==> src/rtl/ssp_consts.svh <==
// Offsets, field positions, reset values and timing counts of the serial port.
`ifndef SSP_CONSTS_SVH
`define SSP_CONSTS_SVH
`define SSP_ADDR_W          2
`define SSP_OFF_STATUS      2'h0
`define SSP_OFF_CONTROL     2'h1
`define SSP_OFF_DATA        2'h2
`define SSP_OFF_PINS        2'h3
`define SSP_STAT_SMP        7
`define SSP_STAT_CKE        6
`define SSP_STAT_STOP       4
`define SSP_STAT_BF         0
`define SSP_CTL_WRITE_COLLISION        7
`define SSP_CTL_OV          6
`define SSP_CTL_EN          5
`define SSP_CTL_CKP         4
`define SSP_STATUS_RST      8'h00
`define SSP_CONTROL_RST     8'h00
`define SSP_MODE_DIV4       4'h0
`define SSP_MODE_DIV16      4'h1
`define SSP_MODE_DIV64      4'h2
`define SSP_MODE_SLV_SS     4'h4
`define SSP_MODE_SLV_NOSS   4'h5
`define SSP_HALF_DIV4       6'h01
`define SSP_HALF_DIV16      6'h07
`define SSP_HALF_DIV64      6'h1F
`define SSP_WORD_BITS       4'h8
`endif

==> src/rtl/ssp_pkg.sv <==
// Types shared by the serial port design.
package ssp_pkg;
    typedef enum logic [2:0] {
        SSP_IDLE  = 3'b001,
        SSP_LEAD  = 3'b010,
        SSP_TRAIL = 3'b100
    } ssp_state_t;

    typedef struct packed {
        logic [1:0] addr;
        logic [7:0] wdata;
        logic       wr;
        logic       rd;
    } ssp_bus_t;

    typedef struct packed {
        logic sck_o;
        logic sck_oe;
        logic sdo_o;
        logic sdo_oe;
    } ssp_pins_t;

    typedef struct packed {
        logic [1:0]  stat_hi;
        logic        stop;
        logic        bf;
        logic [7:0]  ctl;
        logic [7:0]  buf_q;
        logic [7:0]  sr;
        logic [3:0]  cnt;
        logic [5:0]  div;
        ssp_state_t  st;
        logic [1:0]  sck_s;
        logic [1:0]  sdi_s;
        logic [1:0]  ss_s;
        logic        sck_d;
        logic        in_bit;
        logic [7:0]  rdata;
        logic        irq;
        logic        wake;
        ssp_pins_t   pins;
    } ssp_regs_t;
endpackage

==> src/rtl/ssp_spi_port.sv <==
// SPI serial port with register interface, master clock divider and slave logic.
//
// Chosen here: the register addresses and strobed register access.
`timescale 1ns/1ps
module ssp_spi_port (
    input  wire logic             clk,
    input  wire logic             rst,
    input  wire ssp_pkg::ssp_bus_t bus,
    output logic [7:0]            rd_data,
    input  wire logic             sck_i,
    input  wire logic             sdi_i,
    input  wire logic             ss_n_i,
    input  wire logic             sdo_dis,
    output ssp_pkg::ssp_pins_t    pins,
    output logic                  port_interrupt_flag,
    output logic                  wake_pulse
);
`include "ssp_consts.svh"

    ssp_pkg::ssp_regs_t r_r;
    ssp_pkg::ssp_regs_t r_nxt;

    // Maps a mode value to the half period count minus one of the master clock.
    function automatic logic [5:0] half_count(input logic [3:0] m);
        if (m == `SSP_MODE_DIV4) begin
            half_count = `SSP_HALF_DIV4;
        end else if (m == `SSP_MODE_DIV16) begin
            half_count = `SSP_HALF_DIV16;
        end else begin
            half_count = `SSP_HALF_DIV64;
        end
    endfunction

    logic       enable;
    logic       clock_polarity;
    logic       cke;
    logic       sample_point;
    logic [3:0] mode;
    logic       is_master;
    logic       is_slave;
    logic       ss_used;
    logic       ss_high;
    logic       busy;
    logic       sck_lvl;
    logic       launch_lvl;
    logic       ext_launch;
    logic       ext_latch;
    logic       wr_data;
    logic [7:0] shifted;

    // Decoded control fields and slave clock edge detection on synchronised pins.
    always_comb begin
        enable     = r_r.ctl[`SSP_CTL_EN];
        clock_polarity        = r_r.ctl[`SSP_CTL_CKP];
        cke        = r_r.stat_hi[0];
        sample_point        = r_r.stat_hi[1];
        mode       = r_r.ctl[3:0];
        is_master  = enable && (mode == `SSP_MODE_DIV4 || mode == `SSP_MODE_DIV16
                     || mode == `SSP_MODE_DIV64);
        is_slave   = enable && (mode == `SSP_MODE_SLV_SS
                     || mode == `SSP_MODE_SLV_NOSS);
        ss_used    = is_slave && (mode == `SSP_MODE_SLV_SS);
        ss_high    = ss_used && r_r.ss_s[1];
        busy       = is_master && (r_r.st != ssp_pkg::SSP_IDLE);
        sck_lvl    = r_r.sck_s[1];
        // Launch edge is the one back to idle when the edge bit is clear.
        launch_lvl = clock_polarity ^ cke;
        ext_launch = is_slave && !ss_high && (sck_lvl != r_r.sck_d)
                     && (sck_lvl == launch_lvl) && (r_r.cnt != 4'h0 || !cke);
        ext_latch  = is_slave && !ss_high && (sck_lvl != r_r.sck_d)
                     && (sck_lvl != launch_lvl);
        wr_data    = bus.wr && (bus.addr == `SSP_OFF_DATA);
        shifted    = {r_r.sr[6:0], r_r.in_bit};
    end

    // Next-state logic for the whole port.
    always_comb begin
        r_nxt            = r_r;
        r_nxt.irq        = 1'b0;
        r_nxt.wake       = 1'b0;
        r_nxt.sck_s      = {r_r.sck_s[0], sck_i};
        r_nxt.sdi_s      = {r_r.sdi_s[0], sdi_i};
        r_nxt.ss_s       = {r_r.ss_s[0], ss_n_i};
        r_nxt.sck_d      = r_r.sck_s[1];
        r_nxt.rdata      = 8'h00;

        // Register reads, with data read clearing the full bit.
        if (bus.rd) begin
            if (bus.addr == `SSP_OFF_STATUS) begin
                r_nxt.rdata = {r_r.stat_hi, 1'b0, r_r.stop, 3'h0, r_r.bf};
            end else if (bus.addr == `SSP_OFF_CONTROL) begin
                r_nxt.rdata = r_r.ctl;
            end else if (bus.addr == `SSP_OFF_DATA) begin
                r_nxt.rdata = r_r.buf_q;
                r_nxt.bf    = 1'b0;
            end else begin
                r_nxt.rdata = {4'h0, r_r.st == ssp_pkg::SSP_IDLE, r_r.cnt[2:0]};
            end
        end

        // Register writes.
        if (bus.wr) begin
            if (bus.addr == `SSP_OFF_STATUS) begin
                r_nxt.stat_hi = bus.wdata[7:6];
            end else if (bus.addr == `SSP_OFF_CONTROL) begin
                r_nxt.ctl = bus.wdata;
                if (!bus.wdata[`SSP_CTL_EN]) begin
                    r_nxt.stop = 1'b0;
                end
            end
        end

        // Data write while enabled either collides or loads buffer and shifter at once.
        if (wr_data && enable) begin
            if (busy || (is_slave && r_r.cnt != 4'h0)) begin
                r_nxt.ctl[`SSP_CTL_WRITE_COLLISION] = 1'b1;
            end else begin
                r_nxt.buf_q = bus.wdata;
                r_nxt.sr    = bus.wdata;
                r_nxt.cnt   = 4'h0;
                if (is_master) begin
                    r_nxt.st  = ssp_pkg::SSP_LEAD;
                    r_nxt.div = half_count(mode);
                    r_nxt.pins.sdo_o = bus.wdata[7];
                end else if (cke) begin
                    r_nxt.pins.sdo_o = bus.wdata[7];
                end
            end
        end

        // Master engine: two half periods per bit, sample mid or at end.
        if (busy) begin
            if (r_r.div != 6'h00) begin
                r_nxt.div = r_r.div - 6'h01;
            end else begin
                r_nxt.div = half_count(mode);
                case (r_r.st)
                    ssp_pkg::SSP_LEAD: begin
                        r_nxt.st          = ssp_pkg::SSP_TRAIL;
                        r_nxt.pins.sck_o  = ~clock_polarity;
                        if (!sample_point) begin
                            r_nxt.in_bit = r_r.sdi_s[1];
                        end
                        // Edge bit set launches on the edge leaving idle.
                        if (cke && r_r.cnt != 4'h0) begin
                            r_nxt.pins.sdo_o = r_r.sr[7];
                        end
                    end
                    ssp_pkg::SSP_TRAIL: begin
                        r_nxt.pins.sck_o = clock_polarity;
                        r_nxt.sr  = {r_r.sr[6:0], sample_point ? r_r.sdi_s[1] : r_r.in_bit};
                        r_nxt.cnt = r_r.cnt + 4'h1;
                        if (r_r.cnt == `SSP_WORD_BITS - 4'h1) begin
                            r_nxt.st     = ssp_pkg::SSP_IDLE;
                            r_nxt.cnt    = 4'h0;
                            r_nxt.buf_q  = {r_r.sr[6:0], sample_point ? r_r.sdi_s[1] : r_r.in_bit};
                            r_nxt.bf     = 1'b1;
                            r_nxt.irq    = 1'b1;
                        end else begin
                            r_nxt.st = ssp_pkg::SSP_LEAD;
                            // Edge bit clear launches on the edge back to idle.
                            if (!cke) begin
                                r_nxt.pins.sdo_o = r_r.sr[6];
                            end
                        end
                    end
                    default: begin
                        r_nxt.st = ssp_pkg::SSP_IDLE;
                    end
                endcase
            end
        end

        // Slave engine: latch on one edge, launch on the other.
        if (ext_launch) begin
            r_nxt.pins.sdo_o = (r_r.cnt == 4'h0 && !cke) ? r_r.sr[7] : r_r.sr[7];
        end
        if (ext_latch) begin
            r_nxt.sr  = {r_r.sr[6:0], r_r.sdi_s[1]};
            r_nxt.cnt = r_r.cnt + 4'h1;
            if (r_r.cnt == `SSP_WORD_BITS - 4'h1) begin
                r_nxt.cnt  = 4'h0;
                r_nxt.irq  = 1'b1;
                r_nxt.wake = 1'b1;
                if (r_r.bf) begin
                    r_nxt.ctl[`SSP_CTL_OV] = 1'b1;
                end else begin
                    r_nxt.buf_q = {r_r.sr[6:0], r_r.sdi_s[1]};
                    r_nxt.bf    = 1'b1;
                end
            end else if (cke) begin
                r_nxt.pins.sdo_o = r_r.sr[6];
            end
        end
        if (ext_launch && r_r.cnt != 4'h0) begin
            r_nxt.pins.sdo_o = r_r.sr[7];
        end

        // Disable or select released: counter to zero and engine stopped.
        if (!enable || ss_high) begin
            r_nxt.cnt = 4'h0;
            r_nxt.st  = ssp_pkg::SSP_IDLE;
        end
        if (!enable) begin
            r_nxt.stop = 1'b0;
        end

        // Pin ownership follows enable, mode, select and the output disable.
        r_nxt.pins.sck_oe = r_nxt.ctl[`SSP_CTL_EN] && is_master;
        if (r_nxt.st == ssp_pkg::SSP_IDLE && is_master) begin
            r_nxt.pins.sck_o = clock_polarity;
        end
        r_nxt.pins.sdo_oe = enable && !sdo_dis && !ss_high;
    end

    // State register.
    always_ff @(posedge clk or posedge rst) begin
        if (rst) begin
            r_r         <= '0;
            r_r.st      <= ssp_pkg::SSP_IDLE;
            r_r.ctl     <= `SSP_CONTROL_RST;
            r_r.ss_s    <= 2'b11;
        end else begin
            r_r <= r_nxt;
        end
    end

    // Outputs straight from the state register.
    always_comb begin
        rd_data             = r_r.rdata;
        pins                = r_r.pins;
        port_interrupt_flag = r_r.irq;
        wake_pulse          = r_r.wake;
    end
endmodule

==> config.mk <==
export PLATFORM = sky130hd
export DESIGN_NAME = ssp_spi_port
export DESIGN_NICKNAME = d
export VERILOG_FILES = /design/src/rtl/ssp_pkg.sv /design/src/rtl/ssp_spi_port.sv
export VERILOG_INCLUDE_DIRS = /design/src /design/src/rtl
export SDC_FILE = /design/constraint.sdc
export NUM_CORES = 1
export LEC_CHECK = 0
export CORE_AREA = 5 5 174 92
export CTS_CLUSTER_SIZE = 30
export DETAILED_ROUTE_END_ITERATION = 6
export DIE_AREA = 0 0 179 97
export DONT_BUFFER_PORTS = 1
export GPL_TIMING_DRIVEN = 0
export PLACE_DENSITY = 0.5
export SLEW_MARGIN = 20
export SYNTH_ARGS = -nofsm -noshare
export SYNTH_HDL_FRONTEND = slang
export SYNTH_SLANG_ARGS = --single-unit
export TNS_END_PERCENT = 20
==> constraint.sdc <==
create_clock -name clk -period 1.95 [get_ports clk]
set_input_delay 0.0975 -clock clk [delete_from_list [all_inputs] [get_ports clk]]
set_output_delay 0.0975 -clock clk [all_outputs]
set_load 0.05 [all_outputs]
# Yosys cells after proc, flatten, opt, wreduce, memory -nomap -nowiden
# Index checks and enable logic that the tools add are counted.
word_totals:
  regBits: 63
  out_inout_bits: 14
op_classes:
  n_addsub: 2
  n_eq_ne: 21
  muxes: 73
  n_bitwise: 5
  reduce_logical: 43
op_table:
  columns: ["operator", "count"]
  rows:
  - ["$mux W29", 3]
  - ["$mux W8", 10]
  - ["$mux W20", 3]
  - ["$mux W1", 43]
  - ["$logic_and A1 B1 Y1", 19]
  - ["$eq A4 B3 Y1 const B", 3]
  - ["$mux W5", 2]
  - ["$mux W9", 1]
  - ["$reduce_and A3 Y1", 3]
  - ["$mux W4", 2]
  - ["$ne A2 B2 Y1 const B", 4]
  - ["$reduce_and A4 Y1", 2]
  - ["$eq A3 B1 Y1 const B", 2]
  - ["$logic_or A1 B1 Y1", 6]
  - ["$mux W2", 3]
  - ["$mux W3", 2]
  - ["$mux W6", 1]
  - ["$pmux W3 S2", 1]
  - ["$reduce_bool A2 Y1", 3]
  - ["$reduce_bool A6 Y1", 1]
  - ["$sub A6 B1 Y6 const B", 1]
  - ["$add A4 B1 Y4 const B", 1]
  - ["$eq A4 B1 Y1 const B", 1]
  - ["$eq A4 B2 Y1 const B", 1]
  - ["other kinds (17)", 26]

# Longest topological paths before layout
# Gate-level depths: netlist of the first run.
depth:
  word_depth: 18
  ltp_mapped: 8

# Worst setup path before layout of the first run
# Ideal clock, no wire load.
synth_path:
  path_kind: "reg-to-reg"
  startpoint: "register r_r[25] in the netlist's numbering"
  endpoint: "register r_r[33] in the netlist's numbering"
  setup_time_ns: 0.146
  arrival_time_ns: 1.806
  setup_slack_ns: -0.002
  stages_incl_launch_ff: 8
  path_buffers: 0
  cell_sequence: "dfrtp_1 inv_1 ha_1 or4b_4 nor4_4 a22oi_1 nand2_1 a311oi_2"
synth_rtl:
  columns: ["element", "line_no", "source"]
  rows:
  - ["start, declared", "ssp_spi_port.sv:20", "ssp_pkg::ssp_regs_t r_r;"]
  - ["start signal, assigned", "ssp_spi_port.sv:224", "r_r <= r_nxt;"]

# Worst setup path in the final report of the first run
layout_path:
  startpoint: "register r_r, in the netlist mode[1]"
  endpoint: "register r_r, in the netlist pins[3]"
layout_between:
  elab_chain_cells: 15
  elab_cells_between_ends: 29
  classes_between: "eq/ne: 6; mux: 7; reduce/logical: 16"
layout_rtl:
  columns: ["element", "line_no", "source"]
  rows:
  - ["$eq A4 B1 Y1 (no line) or $logic_not A4 Y1 (tied branches)", null, null]
  - ["$logic_or A1 B1 Y1 (no line) (2 in a row)", null, null]
  - ["$logic_and A1 B1 Y1", "ssp_spi_port.sv:58", "is_master = enable && (mode == `SSP_MODE_DIV4 || mode == `SSP_MODE_DIV16"]
  - ["$logic_and A1 B1 Y1", "ssp_spi_port.sv:64", "busy = is_master && (r_r.st != ssp_pkg::SSP_IDLE);"]
  - ["$logic_or A1 B1 Y1", "ssp_spi_port.sv:115", "if (busy || (is_slave && r_r.cnt != 4'h0)) begin"]
  - ["$mux W29", "ssp_spi_port.sv:115", null]
  - ["$mux W29", "ssp_spi_port.sv:114", "if (wr_data && enable) begin"]
  - ["$mux W3", "ssp_spi_port.sv:133", "if (r_r.div != 6'h00) begin"]
  - ["$mux W29", "ssp_spi_port.sv:132", "if (busy) begin"]
  - ["$mux W3", "ssp_spi_port.sv:200", "if (!enable || ss_high) begin"]
  - ["$eq A3 B1 Y1", "ssp_spi_port.sv:210", "if (r_nxt.st == ssp_pkg::SSP_IDLE && is_master) begin"]
  - ["$logic_and A1 B1 Y1", "ssp_spi_port.sv:210", null]
  - ["$ne A2 B1 Y1 (no line) (tied with other cells)", null, null]
  - ["$reduce_and A3 Y1 (no line)", null, null]
# Parallel ways exist; a longest one is shown, timed or not. The select of a mux whose other input is x is not followed.
# A chain may end at the register's enable or synchronous reset.

==> flow_metrics.py, run 1 <==
metrics = {
    "status": {
        "outcome": "finished, violations left",
        "violations_in_the_final_reports": "negative setup slack",
    },
    "placement": {
        "dp_hpwl_mm": 6.76,
        "placed_area_sq_um": 3790,
        "io_buffer_count": 0,
        "gp_congestion": 0.770,
    },
    "layout": {
        "most_common_library_cell_in_the_layout_ignoring_fill_and_taps": "dfrtp_1",
        "layout.cell_area.non_filler_sq_um": 4710,
        "antenna-diode-count": 0,
        "design.final.nets": 417,
        "mostFrequentLayoutCells": "55 x dfrtp_1, 37 x buf_4, 27 x nand2_1, 19 x nor2_1, 19 x mux2_2",
        "drive_gt1_frac": 0.362,
        "synthToLayoutAreaGrowth_pct": 33.7,
    },
    "global_routing": {
        "grt.met1_usage": 0.158,
        "grt_busiest_layer": "met2",
        "met3_usage": 0.0312,
        "grt_antenna_before_repair": 0,
        "grt_first_pass_wirelength_mm": 15.8,
        "grt_overflow_total": 0,
        "grt.total_usage": 0.115,
        "grtUsageMet2": 0.173,
        "grt_max_degree": 33,
        "via_count_of_the_first_global_routing_pass": 2851,
    },
    "clock_tree": {
        "maximum_level_of_the_cts_h_tree": 3,
        "clockBufferDepth": 2,
        "cts_tree": "done",
        "clock_sinks": 62,
        "cts_root_buffer": "clkbuf_16",
        "clk_transition_reported_paths_ns": 0.06,
        "worstSkewPairLatency_ns": 0.33,
        "cts_made_buffers": 9,
    },
    "sta": {
        "setup_violations": 16,
        "finalHoldViolCount": 0,
        "slew_violations": 0,
        "final.setup_skew_ns": 0.00789,
        "fmaxAchievable_ghz": 0.484,
        "timing.max_slew.rel_slack": 0.300,
        "holdWs_ns": 0.0153,
        "unrepaired_setup_endpoints_after_global_routing": "true",
        "period_minus_slack_ns": 2.07,
        "transition_time_of_the_tightest_slew_check_pin_ns": 1.04,
        "fin_ws_ns": -0.116,
        "final.period_utilization": 1.06,
    },
    "die": {
        "design.portCount": 32,
        "starting_density_of_the_core": 0.248,
        "row_count": 31,
        "fp.dieH_um": 97,
        "area_of_the_core_sq_um": 14200,
        "floorplan.die_area_sq_um": 17400,
        "chipWidth_um": 179,
    },
    "synthesis": {
        "area_share_of_and_or_nand_nor_cells_after_synthesis": 0.195,
        "synth_adder_area_share": 0.0107,
        "synth_compound_area_frac": 0.153,
        "muxShareOfSynthArea": 0.131,
        "postSynth.asyncResetShare": 1.00,
        "synth_enable_flop_cells": 0,
        "gate_count_of_the_mapped_netlist": 341,
        "mappedNetlistArea_sq_um": 3520,
        "post_synth_num_cell_types": 68,
        "syn_nets": 362,
        "yosys_warnings": 0,
        "post_synth_xor_area_fraction": 0.00746,
        "synthesized_flop_and_latch_total": 62,
        "fraction_of_the_yosys_area_taken_by_sequential_cells": 0.441,
        "syn-mean-instance-area_sq_um": 10.3,
        "synthFlopType": "dfrtp_1",
        "main_combinational_cell_family_by_area_after_synthesis": "simple AND/OR/NAND/NOR gates",
    },
    "route": {
        "drtPass1Iterations": 5,
        "finalWirelength_mm": 9.99,
        "dr_vias": 2931,
        "dr.first_iter.drc_count": 128,
        "vias_per_cell": 4.89,
        "avgRoutedWirePerCell_um": 16.7,
        "postRouteAntennaNets": 0,
        "detail_route.drc_violations": 0,
    },
    "power": {
        "power_density_nw_per_um2": 941,
        "total_power_mw": 4.43,
        "power.share.sequential": 0.406,
        "power.switching_mw": 1.39,
        "clockPowerShare": 0.362,
        "power_report.internal_total_mw": 3.04,
        "comb_power_share": 0.232,
        "worst_vdd_drop_mv": 0.453,
        "power_switching_share": 0.314,
        "power_leakage_nw": 1.96,
    },
    "critical_path": {
        "worst_ep_required_time_ns": 2.16,
        "critical_path_peak_fanout": 7,
        "timing.critical_path.from_type": "flop",
        "worst_ep_arrival_time_ns": 2.28,
        "worstSetupEndpointType": "flop",
        "path_class": "flop to flop",
    },
    "min_path": {
        "hold_path.class": "input pin to flop",
    },
    "flow_run": {
        "maxCapViolations": 0,
    },
}
[cells in the mapped netlist (5+ instances only)]
cell type	n	area, sq um
buf_2	7	35.0
mux2_2	21	236
dfrtp_1	59	1480
mux2_1	5	56.3
a22oi_1	7	52.6
o21ai_0	20	100
nor3_1	8	40.0
inv_1	15	56.3
nor2b_1	9	56.3
nand3_1	10	50.1
nand2b_1	5	31.3
buf_4	14	105
a21oi_1	12	60.1
nor2_1	19	71.3
mux2i_1	13	130
nand2_1	29	109
nand4_1	6	37.5
[final timing paths]
path / start / end / slack (ns) / depth (start not counted)
worst min-delay path: bus[1] / r_r[57] / 0.02 / 2
worst min register to register: r_nxt[19] / r_r[19] / 0.35 / 0
worst max register to register: mode[1] / pins[3] / -0.12 / 6
min in group asynchronous: rst / r_r[39] / 0.25 / 2
worst max-delay path: mode[1] / pins[3] / -0.12 / 6
max in group asynchronous: rst / r_r[22] / 1.12 / 3
[power groups by stage]
stage          Clock [mW]  Combinational, mW  Sequential [mW]
2_1_floorplan           0              0.676             1.71
3_3_place_gp            0              0.796             1.79
3_5_place_dp            0              0.811             1.80
4_1_cts              1.64              0.938             1.79
5_1_grt              1.69               1.11             1.83
6_report             1.61               1.03             1.80
[worst max-delay path: stages, from the launching register on]
cell and delay, ns:
dfrtp_2 0.47, nand4bb_4 0.30, o2111a_4 0.38, buf_4 0.16
a221oi_4 0.35, a31oi_1 0.13, a2bb2oi_1 0.14
[cell families after synthesis]
kind of cell,Yosys count
buffers and inverters,40
multiplexers,41
flip-flops,62
AO/OA/AOI/OAI,75
adder cells (fa/ha/maj),3
XOR/XNOR,3
AND/OR/NAND/NOR,117
[cell type report]
| type | instances | area, sq um |
|---|---|---|
| Sequential cell | 62 | 1560 |
| Multi-Input combinational cell | 240 | 1960 |
| Fill cell | 1442 | 9530 |
| Tap cell | 198 | 248 |
| Clock inverter | 6 | 70.1 |
| Buffer | 24 | 171 |
| Timing Repair Buffer | 44 | 408 |
| Clock buffer | 10 | 229 |
| Inverter | 15 | 58.8 |
[timing repair]
| action | 4_1_cts | 5_1_grt |
|---|---|---|
| gates cloned | 0 | 1 |
| pin swaps | 15 | 17 |
| hold buffers | 15 | 0 |
| buffers inserted | 17 | 11 |
| resized for setup | 27 | 34 |
| endpoints found under the setup margin | 33 | 32 |
| endpoints found under the hold margin | 59 | 0 |
[routing by layer]
| layer | wire length, um | up-vias |
|---|---|---|
| met5 | 0 | - |
| met4 | 174 | 0 |
| met3 | 491 | 17 |
| met2 | 4600 | 84 |
| met1 | 4720 | 1472 |
| li1 | - | 1358 |
[state kept, by name, summed over array words and instances, names as in the netlist]
| register | cells |
|---|---|
| r_nxt | 4 |
| r_r | 37 |
| pins | 4 |
| rd_data | 8 |
| mode | 4 |
| cke | 1 |
| wake_pulse | 1 |
| clock_polarity | 1 |
| port_interrupt_flag | 1 |
| enable | 1 |
[per-stage QoR]
stage | cells | util | TNS, ns | setup WS [ns]
after CTS | 588 | 0.316 | -1.21 | -0.130
after floorplan | 341 | - | -0.00167 | -0.00167
after global placement | 539 | 0.265 | -40.11 | -0.540
after global routing | 599 | 0.331 | -2.91 | -0.179
after detailed placement | 540 | 0.267 | -8.64 | -0.395
final | 599 | 0.331 | -0.978 | -0.116
Power figures use the tool's default switching activity.
==> run 2: changes to the inputs <==
--- a/config.mk
+++ b/config.mk
@@ -13,6 +13,7 @@
 export DONT_BUFFER_PORTS = 1
 export GPL_TIMING_DRIVEN = 0
 export PLACE_DENSITY = 0.5
+export SETUP_SLACK_MARGIN = 0.5
 export SLEW_MARGIN = 20
 export SYNTH_ARGS = -nofsm -noshare
 export SYNTH_HDL_FRONTEND = slang
==> run 2 against run 1 <==
  * The flow still finishes with violations (negative setup slack)
  * Sequential power about the same
  * Via count shrank 2.1%
  * Combinational power is 5% higher
  * Worst setup slack better by 0.011 ns
  * Cell area rose by 3.0%
  * Flip-flop and latch count unchanged
  * Cell count is 1.2% higher
  * Utilization increased by 0.99 points
  * Non-clock buffer count increased by 7
  * Hold slack better by 0.023 ns
  * Total power increased by 1.0%
  * Clock skew hardly changed
  * Highest routed layer unchanged
==> flow_metrics.py, run 2 (same netlist as run 1, synthesis figures left out) <==
metrics = {
    "status": {
        "outcome": "finished, violations left",
        "violations_in_the_final_reports": "negative setup slack",
    },
    "clock_tree": {
        "clockBufferDepth": 2,
        "cts_made_buffers": 9,
        "cts_tree": "done",
        "clock_sinks": 62,
        "maximum_level_of_the_cts_h_tree": 3,
        "worstSkewPairLatency_ns": 0.33,
        "clk_transition_reported_paths_ns": 0.06,
        "cts_root_buffer": "clkbuf_16",
    },
    "critical_path": {
        "critical_path_peak_fanout": 7,
        "worst-r2r-setup-slack_ns": -0.10,
        "reg2reg_to": "pins[1]",
        "cell_count_of_the_worst_reg_to_reg_path": 6,
        "worst_ep_arrival_time_ns": 2.26,
        "timing.critical_path.from_type": "flop",
        "worstSetupEndpointType": "flop",
        "path_class": "flop to flop",
        "worstReg2RegStart": "mode[1]",
        "worst_ep_required_time_ns": 2.15,
    },
    "sta": {
        "transition_time_of_the_tightest_slew_check_pin_ns": 0.639,
        "final.setup_skew_ns": 0.00772,
        "setup_violations": 13,
        "final.period_utilization": 1.05,
        "fin_setup_tns_ns": -0.849,
        "fin_ws_ns": -0.105,
        "finalHoldViolCount": 0,
        "fmaxAchievable_ghz": 0.487,
        "unrepaired_setup_endpoints_after_global_routing": "true",
        "slew_violations": 0,
        "timing.max_slew.rel_slack": 0.574,
        "period_minus_slack_ns": 2.05,
    },
    "layout": {
        "synthToLayoutAreaGrowth_pct": 37.7,
        "most_common_library_cell_in_the_layout_ignoring_fill_and_taps": "dfrtp_1",
        "mostFrequentLayoutCells": "54 x dfrtp_1, 41 x buf_4, 26 x nand2_1, 18 x nor2_1, 15 x dlygate4sd3_1",
        "largest_register_ffs": 37,
        "design.final.nets": 424,
        "layout.cells.non_filler": 606,
        "drive_gt1_frac": 0.400,
        "antenna-diode-count": 0,
        "postLayoutCoreUtil": 0.341,
        "max_flop_register": "r_r",
        "fillerInstances": 1420,
    },
    "placement": {
        "gp_congestion": 0.815,
        "dp_hpwl_mm": 6.89,
        "place.detailed.instances": 540,
        "io_buffer_count": 0,
    },
    "min_path": {
        "hold_path.class": "input pin to flop",
        "launch_instance_of_the_worst_min_delay_path": "bus[4]",
        "hold_path_end": "r_r[45]",
        "timing.hold.worst_path_depth": 2,
    },
    "die": {
        "chipWidth_um": 179,
        "area_of_the_core_sq_um": 14200,
        "fp.dieH_um": 97,
        "design.portCount": 32,
        "floorplan.die_area_sq_um": 17400,
        "starting_density_of_the_core": 0.248,
        "row_count": 31,
    },
    "power": {
        "worst_vdd_drop_mv": 0.444,
        "power_leakage_nw": 2.02,
        "total_power_mw": 4.48,
        "power_density_nw_per_um2": 923,
    },
    "flow_run": {
        "maxCapViolations": 0,
    },
    "global_routing": {
        "grt_overflow_total": 0,
        "grt_max_degree": 41,
        "via_count_of_the_first_global_routing_pass": 2871,
        "grt_first_pass_wirelength_mm": 16.6,
        "grt_antenna_before_repair": 0,
        "grt.total_usage": 0.122,
    },
    "route": {
        "avgRoutedWirePerCell_um": 17.0,
        "drtPass1Iterations": 4,
        "dr_vias": 2868,
        "postRouteAntennaNets": 0,
        "vias_per_cell": 4.73,
        "detail_route.drc_violations": 0,
        "dr.first_iter.drc_count": 138,
        "finalWirelength_mm": 10.3,
    },
}
run 2: cell types whose count changed in the layout (fill, tap and decap cells not counted), moves of 3 or more:
cell	previous run	this run
o21ai_2	2	7
nand2_2	0	3
mux2_2	19	13
mux2_4	7	14
buf_4	37	41
o21ai_1	8	5
run 2: repair_timing:
action | CTS | global route
gates cloned | 1 | 0
hold buffers | 15 | 0
pin swaps | 18 | 22
endpoints found under the setup margin | 40 | 42
gates resized for setup | 32 | 40
endpoints found under the hold margin | 90 | 0
buffers inserted | 24 | 10
run 2: where the power goes:
part / switching, mW / total (mW) / internal [mW]
Combinational: 0.528 / 1.08 / 0.553
Clock: 0.598 / 1.59 / 0.992
Sequential: 0.270 / 1.81 / 1.54
Total: 1.40 / 4.48 / 3.08
run 2: how the worst max path moves through the flow:
stage | start | end | slack [ns] | depth (start not counted)
CTS | r_r[25] | pins[3] | -0.12 | 8
global placement | rst | mode[0] | -0.79 | 1
finish | mode[1] | pins[1] | -0.10 | 6
floorplan | r_r[25] | pins[3] | 0.02 | 7
global route | r_r[31] | r_r[28] | -0.18 | 8
detailed placement | r_r[25] | r_r[44] | -0.35 | 7
run 2: per-stage QoR:
step | worst slack [ns] | instance area (sq um) | hold slack, ns
floorplan | 0.0247 | 3600 | 0.102
global placement | -0.787 | 3850 | 0.102
detailed placement | -0.349 | 3870 | -0.0437
CTS | -0.120 | 4650 | 0.0289
global route | -0.179 | 4850 | 0.0303
finish | -0.105 | 4850 | 0.0379
run 2: critical path, cell delays in order, from the launching register on:
cell and delay (ns):
dfrtp_2 0.45, nand4bb_4 0.30, o2111a_4 0.41, buf_6 0.14, a221o_1 0.31, o21ai_1 0.20, a221oi_1 0.10
run 2: metal layers:
metal,global-route usage,share of wire,vias up,routed length (um)
li1,-,-,1371,-
met1,0.174,0.48,1430,4960
met2,0.180,0.46,56,4780
met3,0.0312,0.041,11,419
met4,0.0377,0.013,0,131
met5,0,0,-,0
run 2: cell type report:
class,count,area [sq um],area share
inverters,15,58.8,0.0121
flip-flops and latches,62,1560,0.322
clock buffers,11,233,0.0480
multi-input cells,240,2050,0.423
well taps,198,248,0.0511
plain buffers,25,178,0.0366
repair buffers,50,460,0.0949
clock inverters,5,60.1,0.0124
==> run 3: changes to the inputs <==
--- a/config.mk
+++ b/config.mk
@@ -6,13 +6,14 @@
 export SDC_FILE = /design/constraint.sdc
 export NUM_CORES = 1
 export LEC_CHECK = 0
-export CORE_AREA = 5 5 174 92
+export CAP_MARGIN = 10
+export CORE_AREA = 5 5 118 64
 export CTS_CLUSTER_SIZE = 30
 export DETAILED_ROUTE_END_ITERATION = 6
-export DIE_AREA = 0 0 179 97
+export DIE_AREA = 0 0 123 69
 export DONT_BUFFER_PORTS = 1
 export GPL_TIMING_DRIVEN = 0
-export PLACE_DENSITY = 0.5
+export PLACE_DENSITY = 0.85
 export SETUP_SLACK_MARGIN = 0.5
 export SLEW_MARGIN = 20
 export SYNTH_ARGS = -nofsm -noshare
==> run 3 against run 2 <==
  * The flow still finishes with violations (negative setup slack)
  * Register-to-register slack worse by 0.04 ns
  * Global-route usage up 13 points
  * Critical path type unchanged
  * Clock-buffer cell count shrank 2
==> flow_metrics.py, run 3 (same netlist as run 1, synthesis figures left out) <==
metrics = {
    "status": {
        "outcome": "finished, violations left",
        "violations_in_the_final_reports": "negative setup slack",
    },
    "power": {
        "power.switching_mw": 1.49,
        "power_report.internal_total_mw": 3.08,
        "worst_vdd_drop_mv": 0.649,
        "power.share.sequential": 0.401,
        "clockPowerShare": 0.355,
        "power_switching_share": 0.326,
        "comb_power_share": 0.244,
        "power_leakage_nw": 2.00,
        "power_density_nw_per_um2": 973,
    },
    "placement": {
        "gp_congestion": 0.959,
        "io_buffer_count": 0,
        "place.detailed.instances": 434,
        "dp_hpwl_mm": 6.69,
    },
    "clock_tree": {
        "cts_root_buffer": "clkbuf_16",
        "maximum_level_of_the_cts_h_tree": 3,
        "cts_tree": "done",
        "clock_sinks": 62,
        "clockBufferDepth": 2,
        "worstSkewPairLatency_ns": 0.34,
        "clk_transition_reported_paths_ns": 0.06,
        "cts_made_buffers": 9,
    },
    "layout": {
        "antenna-diode-count": 0,
        "largest_register_ffs": 37,
        "mostFrequentLayoutCells": "54 x dfrtp_1, 39 x buf_4, 26 x nand2_1, 18 x nor2_1, 16 x o21ai_0",
        "layout.cells.non_filler": 497,
        "max_flop_register": "r_r",
        "drive_gt1_frac": 0.385,
        "design.final.nets": 421,
        "synthToLayoutAreaGrowth_pct": 33.5,
        "most_common_library_cell_in_the_layout_ignoring_fill_and_taps": "dfrtp_1",
    },
    "die": {
        "design.portCount": 32,
        "chipWidth_um": 123,
        "fp.dieH_um": 69,
        "area_of_the_core_sq_um": 6440,
        "starting_density_of_the_core": 0.547,
        "row_count": 21,
        "floorplan.die_area_sq_um": 8490,
    },
    "global_routing": {
        "met3_usage": 0.110,
        "grtUsageMet2": 0.325,
        "grt_antenna_before_repair": 0,
        "grt_overflow_total": 0,
        "grt_busiest_layer": "met1",
        "grt.met1_usage": 0.376,
        "grt_first_pass_wirelength_mm": 16.3,
        "grt_max_degree": 49,
        "grt.total_usage": 0.253,
        "via_count_of_the_first_global_routing_pass": 2954,
    },
    "sta": {
        "final.setup_skew_ns": 0.0102,
        "unrepaired_setup_endpoints_after_global_routing": "true",
        "period_minus_slack_ns": 2.09,
        "fin_setup_tns_ns": -1.77,
        "final.period_utilization": 1.07,
        "slew_violations": 0,
        "setup_violations": 21,
        "finalHoldViolCount": 0,
        "transition_time_of_the_tightest_slew_check_pin_ns": 0.759,
        "fmaxAchievable_ghz": 0.477,
        "timing.max_slew.rel_slack": 0.493,
        "fin_ws_ns": -0.144,
    },
    "critical_path": {
        "cpLargestDelayFamily": "compound AO/OA/AOI/OAI gates",
        "critical-path-slowest-cell": "dfrtp_1",
        "worst_ep_arrival_time_ns": 2.33,
        "critical_path.max_stage_delay_ns": 0.42,
        "timing.critical_path.from_type": "flop",
        "timing.critical_path.cells": "inv_2 > ha_4 > nor3b_4 > o2111a_4 > buf_12 > mux2i_4 > o21ai_2 > a221oi_2",
        "worstSetupEndpointType": "flop",
        "total_buffers_and_inverters_traversed_by_the_critical_path": 2,
        "worst_ep_required_time_ns": 2.19,
        "critical_path_peak_fanout": 5,
        "path_class": "flop to flop",
    },
    "route": {
        "drtPass1Iterations": 5,
        "dr_vias": 3110,
        "vias_per_cell": 6.26,
        "postRouteAntennaNets": 0,
        "detail_route.drc_violations": 0,
        "dr.first_iter.drc_count": 353,
        "finalWirelength_mm": 10.9,
        "avgRoutedWirePerCell_um": 21.9,
    },
    "flow_run": {
        "maxCapViolations": 0,
    },
    "min_path": {
        "hold_path.class": "input pin to flop",
    },
}
==> run 3: changes by cell type in the layout (fill, tap and decap cells not counted), sizes merged <==
cell | before | now
buf | 59 | 54
clkinvlp | 1 | 3
==> run 3: worst paths after layout <==
path	from	endpoint	slack, ns	depth (start not counted)
max	r_r[31]	pins[1]	-0.14	8
max in group asynchronous	rst	r_nxt[17]	1.22	3
max reg2reg	r_r[31]	pins[1]	-0.14	8
min	bus[5]	r_r[38]	0.02	2
min in group asynchronous	rst	r_r[30]	0.17	2
min reg2reg	r_nxt[17]	r_r[17]	0.36	0
==> run 3: stage by stage <==
step                utilization  total power, mW  area [sq um]  hold slack, ns  setup WS [ns]
finish                    0.730             4.57          4700          0.0226         -0.144
global route              0.730             4.73          4700          0.0252         -0.207
CTS                       0.687             4.41          4420          -0.101        -0.0963
detailed placement        0.582             2.66          3750         -0.0848         -0.367
global placement          0.577             2.62          3720           0.102         -0.476
floorplan                     -             2.44          3600           0.102         0.0247
==> run 3: cell type report <==
class                   instances  area [sq um]
flip-flops and latches         62          1560
well taps                      92           115
repair buffers                 47           438
multi-input cells             240          2040
fillers                       426          1740
clock buffers                   9           225
plain buffers                  25           188
inverters                      15          58.8
clock inverters                 7          75.1
==> run 3: what timing repair did <==
item                                   4_1_cts  5_1_grt
hold buffers                                14        1
buffers inserted                            13       18
setup endpoints to repair                   40       40
endpoints found under the hold margin       89        1
pin swaps                                   12       13
gates cloned                                 1        0
resized for setup                           28       32
==> run 3: per-layer routing <==
metal | wire [um] | part of all wire
met1 | 4810 | 0.44
met2 | 4650 | 0.43
met3 | 1240 | 0.11
met4 | 174 | 0.016
met5 | 0 | 0
==> run 3: power groups by stage <==
stage | logic (mW) | clock network [mW] | registers [mW]
after floorplan | 0.723 | 0 | 1.72
after global placement | 0.815 | 0 | 1.80
after detailed placement | 0.849 | 0 | 1.81
after CTS | 0.969 | 1.63 | 1.81
after global routing | 1.18 | 1.69 | 1.86
final | 1.12 | 1.62 | 1.83
